### config.mk
export PLATFORM = sky130hd
export DESIGN_NAME = pbc_clock_ctrl
export DESIGN_NICKNAME = d
export VERILOG_FILES = /design/src/hw/pbc_lock_filter.v /design/src/hw/pbc_freq_window.v /design/src/hw/pbc_clock_ctrl.v
export VERILOG_INCLUDE_DIRS = /design/src /design/src/hw
export SDC_FILE = /design/constraint.sdc
export NUM_CORES = 1
export LEC_CHECK = 0
export ABC_AREA = 1
export BUFFER_PORTS_ARGS = -buffer_cell sky130_fd_sc_hd__buf_2
export CORE_MARGIN = 4
export CORE_UTILIZATION = 45
export DETAILED_ROUTE_END_ITERATION = 12
export PLACE_DENSITY = 0.66
export SYNTH_ARGS = -nofsm -noshare
export SYNTH_HDL_FRONTEND = slang
export SYNTH_SLANG_ARGS = --single-unit
### constraint.sdc
create_clock -name clk_in -period 3.3 [get_ports clk_in]
set_clock_uncertainty 0.15 [all_clocks]
set_input_delay 0.165 -clock clk_in [delete_from_list [all_inputs] [get_ports clk_in]]
set_output_delay 0.165 -clock clk_in [all_outputs]
set_load 0.02 [all_outputs]
### src/hw/pbc_consts.vh
// Constants for the fallback clock control block.
`ifndef PBC_CONSTS_VH
`define PBC_CONSTS_VH
`define PBC_ADDR_W           9
`define PBC_DATA_W           16
`define PBC_OFS_MOD_SETUP    9'h1C6
`define PBC_OFS_FB_STATUS    9'h1C7
`define PBC_BIT_MOD_EN       0
`define PBC_BIT_SEL_12M      1
`define PBC_BIT_RET_EXT      0
`define PBC_BIT_DRV_OFF_EN   1
`define PBC_BIT_ON_BACKUP    8
`define PBC_BIT_CLK_LOST     9
`define PBC_BIT_LOCKED       10
`define PBC_BIT_FREQ_BAD     11
`define PBC_RST_MOD_SETUP    16'h0001
`define PBC_RST_FB_STATUS    16'h0000
`define PBC_CLK_MHZ          40
`define PBC_LOCK_TIME_US     25
`define PBC_FILT_TIME_US     10
`define PBC_LOCK_CYC         (`PBC_LOCK_TIME_US * `PBC_CLK_MHZ)
`define PBC_FILT_CYC         (`PBC_FILT_TIME_US * `PBC_CLK_MHZ)
`define PBC_WIN_BK_CYC       8
`define PBC_LIM24_LO         8'h7F
`define PBC_LIM24_HI         8'hA3
`define PBC_LIM12_LO         8'h3F
`define PBC_LIM12_HI         8'h52
`define PBC_MUL_HI           24
`define PBC_MUL_LO           12
`define PBC_MOD_RATE_KHZ     25
`define PBC_MOD_PCT_X100     208
`endif

### src/hw/pbc_lock_filter.v
// Digital lock filter: output rises after input held high for a span.
`timescale 1ns/1ps
module pbc_lock_filter #(
  parameter CNT_W = 12,
  parameter SPAN  = 400
) (
  input  wire clk_in,
  input  wire ce_in,
  input  wire raw_in,
  output wire good_out
);
  reg [CNT_W-1:0] cnt_q;
  reg             good_q;
  // Counter restarts whenever the raw level drops.
  always @(posedge clk_in)
  begin
    if (ce_in)
    begin
      if (!raw_in)
      begin
        cnt_q  <= {CNT_W{1'b0}};
        good_q <= 1'b0;
      end
      else if (cnt_q >= SPAN[CNT_W-1:0] - 1'b1)
        good_q <= 1'b1;
      else
        cnt_q <= cnt_q + 1'b1;
    end
  end
  assign good_out = good_q;
endmodule // pbc_lock_filter

### src/hw/pbc_freq_window.v
// Counts logic cycles over a window of backup clock edges.
`timescale 1ns/1ps
`include "pbc_consts.vh"
module pbc_freq_window #(
  parameter WIN = 8
) (
  input  wire       clk_in,
  input  wire       ce_in,
  input  wire       rst_n_in,
  input  wire       bk_tick_in,
  input  wire       sel_12m_in,
  output wire       bad_out,
  output wire       done_out
);
  reg [8:0] cnt_q;
  reg [3:0] tick_q;
  reg       bad_q;
  reg       done_q;
  wire [8:0] lo = sel_12m_in ? {1'b0, `PBC_LIM12_LO} : {1'b0, `PBC_LIM24_LO};
  wire [8:0] hi = sel_12m_in ? {1'b0, `PBC_LIM12_HI} : {1'b0, `PBC_LIM24_HI};
  // Window state starts clean with the supply so that no unknown leaks out.
  always @(posedge clk_in)
  begin
    if (!rst_n_in)
    begin
      cnt_q  <= 9'h000;
      tick_q <= 4'h0;
      bad_q  <= 1'b0;
      done_q <= 1'b0;
    end
    else if (ce_in)
    begin
      done_q <= 1'b0;
      if (bk_tick_in && tick_q == WIN[3:0] - 4'h1)
      begin
        bad_q  <= (cnt_q < lo) || (cnt_q > hi);
        done_q <= 1'b1;
        tick_q <= 4'h0;
        cnt_q  <= 9'h000;
      end
      else
      begin
        if (bk_tick_in)
          tick_q <= tick_q + 4'h1;
        if (cnt_q != 9'h1FF)
          cnt_q <= cnt_q + 9'h001;
      end
    end
  end
  assign bad_out  = bad_q;
  assign done_out = done_q;
endmodule // pbc_freq_window

### src/hw/pbc_clock_ctrl.v
// Fallback clock control: source select, lock supervision, registers.
`timescale 1ns/1ps
`include "pbc_consts.vh"
module pbc_clock_ctrl #(
  parameter LOCK_CYC = `PBC_LOCK_CYC,
  parameter FILT_CYC = `PBC_FILT_CYC
) (
  input  wire                   clk_in,
  input  wire                   ce_in,
  input  wire                   rst_n_in,
  input  wire                   supply_good_in,
  input  wire                   external_reset_pin_in,
  input  wire                   ref_good_in,
  input  wire                   bk_tick_in,
  input  wire                   pll_lock_raw_in,
  input  wire                   wr_en_in,
  input  wire [`PBC_ADDR_W-1:0] addr_in,
  input  wire [`PBC_DATA_W-1:0] wdata_in,
  output reg  [`PBC_DATA_W-1:0] rdata_out,
  output wire                   use_backup_out,
  output wire                   pll_run_out,
  output wire                   pll_div2_out,
  output wire [4:0]             pll_mult_out,
  output wire                   mod_en_out,
  output wire                   clk_lost_out,
  output wire                   irq_out,
  output wire                   drv_off_out
);
  localparam ST_EXT = 2'h0;
  localparam ST_BAK = 2'h1;
  localparam ST_SW  = 2'h2;
  localparam [4:0] MUL_HI = `PBC_MUL_HI;
  localparam [4:0] MUL_LO = `PBC_MUL_LO;

  reg [1:0]  st_q;
  reg [1:0]  st_d;
  reg        bak_target_q;
  reg        use_backup_q;
  reg        mod_en_q;
  reg        sel_12m_q;
  reg        drv_off_en_q;
  reg        ret_req_q;
  reg        relock_q;
  reg [15:0] lock_cnt_q;
  reg        locked_q;
  wire       lock_filt;
  wire       freq_bad;
  wire       win_done;
  wire       sel_mod;
  wire       sel_sta;

  assign sel_mod = wr_en_in && addr_in == `PBC_OFS_MOD_SETUP;
  assign sel_sta = wr_en_in && addr_in == `PBC_OFS_FB_STATUS;

  pbc_lock_filter #(
    .CNT_W (16),
    .SPAN  (FILT_CYC)
  ) u_filt (
    .clk_in   (clk_in),
    .ce_in    (ce_in),
    .raw_in   (pll_lock_raw_in && !relock_q),
    .good_out (lock_filt)
  );

  pbc_freq_window #(
    .WIN (`PBC_WIN_BK_CYC)
  ) u_win (
    .clk_in     (clk_in),
    .ce_in      (ce_in),
    .rst_n_in   (supply_good_in),
    .bk_tick_in (bk_tick_in),
    .sel_12m_in (sel_12m_q),
    .bad_out    (freq_bad),
    .done_out   (win_done)
  );

  // Registers reset by the register reset only, never the PLL state.
  always @(posedge clk_in)
  begin
    if (!rst_n_in)
    begin
      mod_en_q     <= 1'b1;
      sel_12m_q    <= 1'b0;
      drv_off_en_q <= 1'b0;
      ret_req_q    <= 1'b0;
    end
    else if (ce_in)
    begin
      if (sel_mod)
      begin
        mod_en_q  <= wdata_in[`PBC_BIT_MOD_EN];
        sel_12m_q <= wdata_in[`PBC_BIT_SEL_12M];
      end
      if (sel_sta)
        drv_off_en_q <= wdata_in[`PBC_BIT_DRV_OFF_EN];
      if (sel_sta && wdata_in[`PBC_BIT_RET_EXT])
        ret_req_q <= 1'b1;
      else if (st_q == ST_EXT || !use_backup_q)
        ret_req_q <= 1'b0;
    end
  end

  // Source state machine, independent of the external reset pin.
  always @*
  begin
    st_d = st_q;
    case (st_q)
      ST_EXT:
        if (!ref_good_in)
          st_d = ST_SW;
      ST_BAK:
        if (ret_req_q && ref_good_in)
          st_d = ST_SW;
      ST_SW:
        st_d = bak_target_q ? ST_BAK : ST_EXT;
      default:
        st_d = ST_EXT;
    endcase
  end

  // The PLL only starts when supplies are stable; no software needed.
  always @(posedge clk_in)
  begin
    if (!supply_good_in)
    begin
      st_q         <= ST_EXT;
      bak_target_q <= 1'b0;
      use_backup_q <= 1'b0;
      relock_q     <= 1'b1;
    end
    else if (ce_in)
    begin
      st_q <= st_d;
      if (st_q != ST_SW && st_d == ST_SW)
      begin
        bak_target_q <= (st_q == ST_EXT);
        relock_q     <= 1'b1;
      end
      else
        relock_q <= 1'b0;
      if (st_q == ST_SW)
        use_backup_q <= bak_target_q;
    end
  end

  // Lock time counter restarts on every source switch.
  always @(posedge clk_in)
  begin
    if (!supply_good_in)
    begin
      lock_cnt_q <= 16'h0000;
      locked_q   <= 1'b0;
    end
    else if (ce_in)
    begin
      if (relock_q || !lock_filt)
      begin
        lock_cnt_q <= 16'h0000;
        locked_q   <= 1'b0;
      end
      else if (lock_cnt_q >= LOCK_CYC[15:0] - FILT_CYC[15:0] - 16'h0001)
        locked_q <= 1'b1;
      else
        lock_cnt_q <= lock_cnt_q + 16'h0001;
    end
  end

  assign use_backup_out = use_backup_q;
  assign pll_run_out    = supply_good_in;
  assign pll_div2_out   = sel_12m_q;
  assign pll_mult_out   = sel_12m_q ? MUL_LO : MUL_HI;
  assign mod_en_out     = mod_en_q;
  assign clk_lost_out   = !locked_q || (freq_bad && locked_q);
  assign irq_out        = clk_lost_out;
  assign drv_off_out    = clk_lost_out && drv_off_en_q;

  // Register read data, registered; unmapped addresses read zero.
  always @(posedge clk_in)
  begin
    if (!rst_n_in)
      rdata_out <= 16'h0000;
    else if (ce_in)
    begin
      rdata_out <= 16'h0000;
      if (addr_in == `PBC_OFS_MOD_SETUP)
      begin
        rdata_out[`PBC_BIT_MOD_EN]  <= mod_en_q;
        rdata_out[`PBC_BIT_SEL_12M] <= sel_12m_q;
      end
      else if (addr_in == `PBC_OFS_FB_STATUS)
      begin
        rdata_out[`PBC_BIT_RET_EXT]    <= ret_req_q;
        rdata_out[`PBC_BIT_DRV_OFF_EN] <= drv_off_en_q;
        rdata_out[`PBC_BIT_ON_BACKUP]  <= use_backup_q;
        rdata_out[`PBC_BIT_CLK_LOST]   <= clk_lost_out;
        rdata_out[`PBC_BIT_LOCKED]     <= locked_q;
        rdata_out[`PBC_BIT_FREQ_BAD]   <= freq_bad;
      end
    end
  end
endmodule // pbc_clock_ctrl

==> key figures, run 1 <==
Floorplan
  – Total die area: 9373 µm²
  – Starting density of the core: 0.4618
  – Row count: 32
  – Core Region: 7687 µm²
  – Die X: slightly below 100 µm
  – Ports: 62
  – Vert. Die Dim: 96.82 µm

Drt
  – Drt via density: 4.995
  – DRC errors left: 0
  – 1st-iter DRT viols: approximately 140
  – Routed len/inst: 11.92 µm
  – Via count: just over 3000
  – Post-Route WL: 7.437 mm
  – DRT Pass-1 Iters: 5
  – DRT antenna net count: 0

Synth
  – Ys Warns: 0
  – Async SR Flop Fraction: 0
  – Post-synth top area cell: dfxtp_1
  – Avg Cell Area, Syn: 7.411 µm²
  – Synth Register Bits: 63
  – Synth area leaders: dfxtp_1 (26%), edfxtp_1 (14%), nand2_1 (9.9%)
  – Prevailing post-synth register cell: dfxtp_1
  – Sequential share of the synthesized area: 0.4032
  – Share of the synthesized area in the top cell type: 0.2594
  – Synth Instances: 479
  – Post-synth EDFFs: 17
  – Synthesized area: about 3500 µm²
  – Unique masters post-synth: between 40 and 50

Worst setup path
  – CP max stage cell: dfxtp_1
  – Critical path type: reg -> reg
  – Max FO, Critical Path: 7
  – Worst r2r src: u_win.cnt_q[1]
  – Setup slack, reg-to-reg: 1210 ps
  – Slowest cell delay on critical path: 420 ps
  – CP arrival: 2190 ps
  – Worst path required time: 3400 ps
  – Crit path cell chain: ha_1 -> nand4_1 -> nor2_1 -> nand2_1 -> nor2_1 -> ha_1 -> nor2_2 -> inv_2 -> o21ai_4 -> inv_2 -> nor2_2 -> nor3_1
  – Critical Path Source: u_win.cnt_q[1]
  – Critical path startpoint category: flop
  – Critical Path End Type: flop

Min path
  – Hold_sp: ref_good_in
  – Hold crit path type: in -> reg

Global routing
  – Initial antenna violation count: 1
  – Global-route wire length before repair: 12.64 mm
  – GRT overflow: 0
  – Largest net degree at the start of global routing: 22
  – Vias in the first global route: 2811
  – Overall routing resource usage: 0.1609

Timing
  – WHS: 24.26 ps
  – Slew Viols, Final: 0
  – Period Utilization, post-route: 0.6346
  – Worst Tran Pin Value: 731.5 ps
  – Slew margin rel.: 0.5118
  – Final hold vios: 0
  – RSZ-0062 raised after global routing: no
  – Final min period: 2094 ps
  – Setup-failing EPs final: 0
  – Fmax: 477.5 MHz
  – Setup TNS: 0 ps

Finish
  – FF/Latch Area: roughly 1400 µm²
  – Antenna cell count: 0
  – Layout cells sized above 1: 0.1284
  – Multi-input logic area: 1714 µm²
  – Fill cell count: 765
  – Net count, final: 562
  – P&R area growth vs syn: 11.17%

Run
  – Max capacitance violation total: 0

Clocking
  – Cts repair resizes: 0
  – Sink Count: 63
  – Htree depth: 3
  – CTS tree: built
  – Clock buffer count from CTS: 9
  – Reg clk slew, reported paths: 70 ps
  – Clock Path Buffers: 2
  – Postcts setup bufs: 0
  – Worst-skew pair later-pin latency: roughly 330 ps
  – CTS Root Cell: clkbuf_8

Power
  – Sw Share: 0.2488
  – Power Density: 402.7 nW/µm²
  – Switch Pwr: slightly below 0.4 mW
  – Int Power: about 1.2 mW
  – Worst VDD drop: 275.8 µV
  – Sequential Power Share: 0.524
  – Clock power share: 0.393
  – Pleak: about 1.7 nW
  – Gate power share: 0.083

Place
  – DP HPWL: ~5.4 mm
  – GP Congestion: 0.8730
  – PortBufs: 33

Outcome
  – Status: finished clean
## critical path: cells and delay by family (launching register included)
kind	cells	cell delay, ps
flops	1	420
simple gates	7	750
fa+ha+maj	2	400
compound gates	1	100
buf+inv	2	190
## power by group through the flow
stage / combinational (mW) / clock, mW / sequential (mW)
final: 0.131 / 0.624 / 0.833
after global routing: 0.148 / 0.681 / 0.836
after CTS: 0.132 / 0.643 / 0.833
after detailed placement: 0.127 / 0 / 0.850
after global placement: 0.123 / 0 / 0.850
after floorplan: 0.108 / 0 / 0.847
## synthesized netlist by cell type (4+ instances only)
library cell and number:
ha_1 11, buf_4 16, o21ai_0 18, dfxtp_1 46
inv_1 64, edfxtp_1 17, nand2_1 94, nor2_1 58
nand3_1 31, nand4_1 12, nor3_1 16, nand2_2 4
a21oi_1 40
## timing repair
action	4_1_cts	5_1_grt
endpoints found under the hold margin	6	0
hold buffers	6	0
endpoints found under the setup margin	0	0
## per-stage QoR
step | utilization | setup slack (ps) | power (mW) | cells | instance area (µm²)
after detailed placement | 0.4823 | 1237 | 0.9770 | 602 | 3707
after CTS | 0.5133 | 1220 | 1.608 | 624 | 3946
after floorplan | - | 811.7 | 0.9551 | 490 | 3591
after global routing | 0.5133 | 1004 | 1.664 | 624 | 3946
final | 0.5133 | 1206 | 1.589 | 624 | 3946
after global placement | 0.4823 | 1253 | 0.9729 | 602 | 3707
## cell families after synthesis
family | count (synthesis) | synth area share
buffers and inverters | 92 | 0.1255
AOI/OAI and AO/OA | 73 | 0.1163
and+or+nand+nor | 234 | 0.3042
xor gates and xnor gates | 4 | 0.009871
other | 2 | 0.002116
DFF | 63 | 0.4032
adders and majority gates | 11 | 0.03877
## state kept, by name, summed over array words and instances (netlist names), 2 cells and up
register / cells
u_win.tick_q: 4
lock_cnt_q: 16
st_q: 2
u_win.cnt_q: 9
u_filt.cnt_q: 16
rdata_out: 6
## final timing paths
kind,endpoint,cells after the start
worst max-delay path,u_win.cnt_q[2],12
worst min-delay path,bak_target_q,4
worst max register to register,u_win.cnt_q[2],12
worst min register to register,u_win.tick_q[3],1
## cell type report
type                    count  area share
clock inverters             6     0.01300
inverters                  67     0.06436
multi-input cells         335      0.4344
clock buffers              10     0.03234
well taps                 102     0.03234
flip-flops and latches     63      0.3627
repair buffers             41     0.06088
## cell usage in the layout, fill, tap and decap left out, types with 2 or more instances in the layout
master	count
a211oi_1	3
a21oi_1	40
buf_2	33
buf_4	2
clkbuf_8	9
clkinv_1	3
clkinv_2	2
conb_1	13
dfxtp_1	46
dlygate4sd3_1	6
edfxtp_1	17
ha_1	11
inv_1	64
inv_2	2
nand2_1	94
nand2_2	4
nand3_1	31
nand3b_1	3
nand4_1	12
nor2_1	58
nor2_2	3
nor3_1	16
nor3b_1	3
nor3b_2	2
o211ai_1	2
o21a_1	3
o21ai_0	18
o31ai_1	2
xor2_1	3
## per-layer routing
metal | up-vias | routed length [µm] | track usage
li1 | 1617 | - | -
met5 | - | 13 | 0
met4 | 2 | 127 | 0.06695
met3 | 10 | 299 | 0.04110
met1 | 1438 | 3460 | 0.2029
met2 | 50 | 3536 | 0.2611
Power figures use the tool's default switching activity.
==> run 2, diff against run 1 <==
--- a/config.mk
+++ b/config.mk
@@ -11,7 +11,7 @@
 export CORE_MARGIN = 4
 export CORE_UTILIZATION = 45
 export DETAILED_ROUTE_END_ITERATION = 12
-export PLACE_DENSITY = 0.66
+export PLACE_DENSITY = 0.69
 export SYNTH_ARGS = -nofsm -noshare
 export SYNTH_HDL_FRONTEND = slang
 export SYNTH_SLANG_ARGS = --single-unit
==> constraint.sdc (replaced) <==
create_clock -name clk_in -period 1.9 [get_ports clk_in]
set_clock_uncertainty 0.15 [all_clocks]
set_input_delay 0.095 -clock clk_in [delete_from_list [all_inputs] [get_ports clk_in]]
set_output_delay 0.095 -clock clk_in [all_outputs]
set_load 0.02 [all_outputs]
==> run 2 against run 1 <==
Net effect:
- register-to-register slack worse by 1200 ps
- wire length up 6.3%
- utilization up 4.6 points
- sequential power up 74%
- via count up 3.3%
- highest routed layer is now met4
- setup slack worse by 1200 ps
- fmax up 9.9%
- the run now ends with negative setup slack left
- flip-flop and latch count unchanged
- non-clock buffer count up 32
- die area unchanged
- critical endpoint is now u_win.cnt_q[8]
- combinational power up 130%
- first-iteration DRC count up 24%
==> key figures, run 2 (synthesis gave the netlist of run 1 again) <==
Outcome
  – Status: complete, but fails checks
  – Violated checks: negative setup slack

Worst setup path
  – CP max stage cell: dfxtp_2
  – Worst path required time: 2020 ps
  – Slowest cell delay on critical path: 350 ps
  – Worst r2r src: u_win.cnt_q[0]
  – Critical Path End Type: flop
  – CP arrival: 2020 ps
  – Buf/Inv on CP: 2
  – Crit path cell chain: ha_4 -> nand4_1 -> nor2_2 -> nand2_1 -> nor2_1 -> ha_2 -> nor2_4 -> inv_2 -> o21ai_4 -> inv_2 -> nand2_1 -> a21oi_2
  – Critical Path Source: u_win.cnt_q[0]
  – Critical path startpoint category: flop
  – Max FO, Critical Path: 7
  – CP top delay family: simple AND/OR/NAND/NOR gates
  – Critical path type: reg -> reg

Timing
  – Slew Viols, Final: 0
  – Setup-failing EPs final: 2
  – Final hold vios: 0
  – Final WS setup: -4.984 ps
  – Setup TNS: -6.371 ps
  – Fmax: between 500 and 600 MHz
  – Period Utilization, post-route: 1.003
  – Final min period: 1905 ps
  – RSZ-0062 raised after global routing: yes

Place
  – Post-place setup slack: -44.13 ps
  – GP Congestion: 0.8744
  – PortBufs: 33
  – DP HPWL: 5.565 mm

Drt
  – DRT antenna net count: 0
  – Post-Route WL: 7.908 mm
  – Via count: 3219
  – Drt via density: 4.907
  – 1st-iter DRT viols: 175
  – DRC errors left: 0
  – DRT Pass-1 Iters: 4
  – Routed len/inst: around 12 µm

Clocking
  – CTS Root Cell: clkbuf_8
  – Htree depth: 3
  – Clock Path Buffers: 2
  – Worst-skew pair later-pin latency: 330 ps
  – CTS tree: built
  – Reg clk slew, reported paths: 70 ps
  – Sink Count: 63
  – Clock buffer count from CTS: 9

Min path
  – Hold crit path type: in -> reg
  – Hold_sp: addr_in[8]

Power
  – Sequential Power Share: 0.533
  – Power Density: 631.5 nW/µm²
  – Worst VDD drop: 386.1 µV
  – Clock power share: 0.356
  – Switch Pwr: approximately 0.73 mW
  – Pleak: between 1.5 and 2 nW
  – Int Power: 1.987 mW
  – Gate power share: 0.111
  – Sw Share: 0.2677

Finish
  – Net count, final: 594
  – Final Util: 0.5589
  – Layout cells sized above 1: 0.2076
  – Most frequent cells in the layout: nand2_1 (89), inv_1 (64), nor2_1 (54), dfxtp_1 (44), a21oi_1 (37)
  – Most common cell after layout, fill and taps aside: nand2_1
  – Top Registers: lock_cnt_q: 16 flops, u_filt.cnt_q: 16 flops, u_win.cnt_q: 9 flops
  – Antenna cell count: 0
  – P&R area growth vs syn: 21.04%

Run
  – Max capacitance violation total: 0

Floorplan
  – Row count: 32
  – Core Region: 7687 µm²
  – Die X: ~97 µm
  – Starting density of the core: 0.4618
  – Total die area: 9373 µm²
  – Vert. Die Dim: ~97 µm
  – Ports: 62

Global routing
  – Initial antenna violation count: 0
  – GRT overflow: 0
  – Global-route wire length before repair: 13.06 mm
  – Overall routing resource usage: 0.1672
  – Vias in the first global route: about 2900
  – Largest net degree at the start of global routing: 21
==> run 2: power groups by stage <==
stage               sequential (mW)  clock [mW]  combinational [mW]
detailed placement             1.47           0               0.263
finish                         1.45       0.966               0.302
CTS                            1.44       0.988               0.281
global placement               1.47           0               0.257
global route                   1.45        1.05               0.337
floorplan                      1.47           0               0.192
==> run 2: path summary, 6_finish.rpt <==
check / to / slack (ps) / cells past startpoint
max reg2reg: u_win.cnt_q[8] / -5 / 12
min reg2reg: lock_cnt_q[15] / 300 / 2
max: u_win.cnt_q[8] / -5 / 12
min: rdata_out[11] / 40 / 5
==> run 2: final cells by class <==
class / count / area, µm²
Clock inverter: 6 / 27.53
Fill cell: 719 / 3391
Tap cell: 102 / 127.6
Sequential cell: 63 / 1434
Clock buffer: 10 / 127.6
Timing Repair Buffer: 73 / 518.0
Inverter: 67 / 254.0
Multi-Input combinational cell: 335 / 1808
==> run 2: through the flow <==
stage	hold slack, ps	power [mW]	instances	cell area (µm²)
6_report	40.28	2.713	656	4297
5_1_grt	47.77	2.833	656	4297
4_1_cts	20.46	2.713	652	4210
3_5_place_dp	203.6	1.734	623	3904
3_3_place_gp	189.8	1.726	623	3904
2_1_floorplan	43.64	1.663	490	3617
==> run 2: timing repair <==
action	in CTS	in global routing
hold endpoints to repair	18	0
endpoints found under the setup margin	20	27
gates cloned	0	1
hold buffers	9	0
setup buffers	4	3
pin swaps	5	10
gates resized for setup	7	13
==> run 2: worst reg2reg max path, cell delays in order, from the launching register on <==
cell and delay [ps]:
dfxtp_2 350, ha_4 130, nand4_1 120, nor2_2 140, nand2_1 80, nor2_1 110
ha_2 200, nor2_4 50, inv_2 80, o21ai_4 100, inv_2 110, nand2_1 90
a21oi_2 130
==> run 2: metal layers <==
| metal | up-vias | global-route usage | share of wire |
|---|---|---|---|
| met5 | - | 0 | 0 |
| met4 | 0 | 0.08639 | 0.028 |
| li1 | 1691 | - | - |
| met1 | 1447 | 0.2087 | 0.45 |
| met2 | 63 | 0.2749 | 0.50 |
| met3 | 18 | 0.03028 | 0.032 |
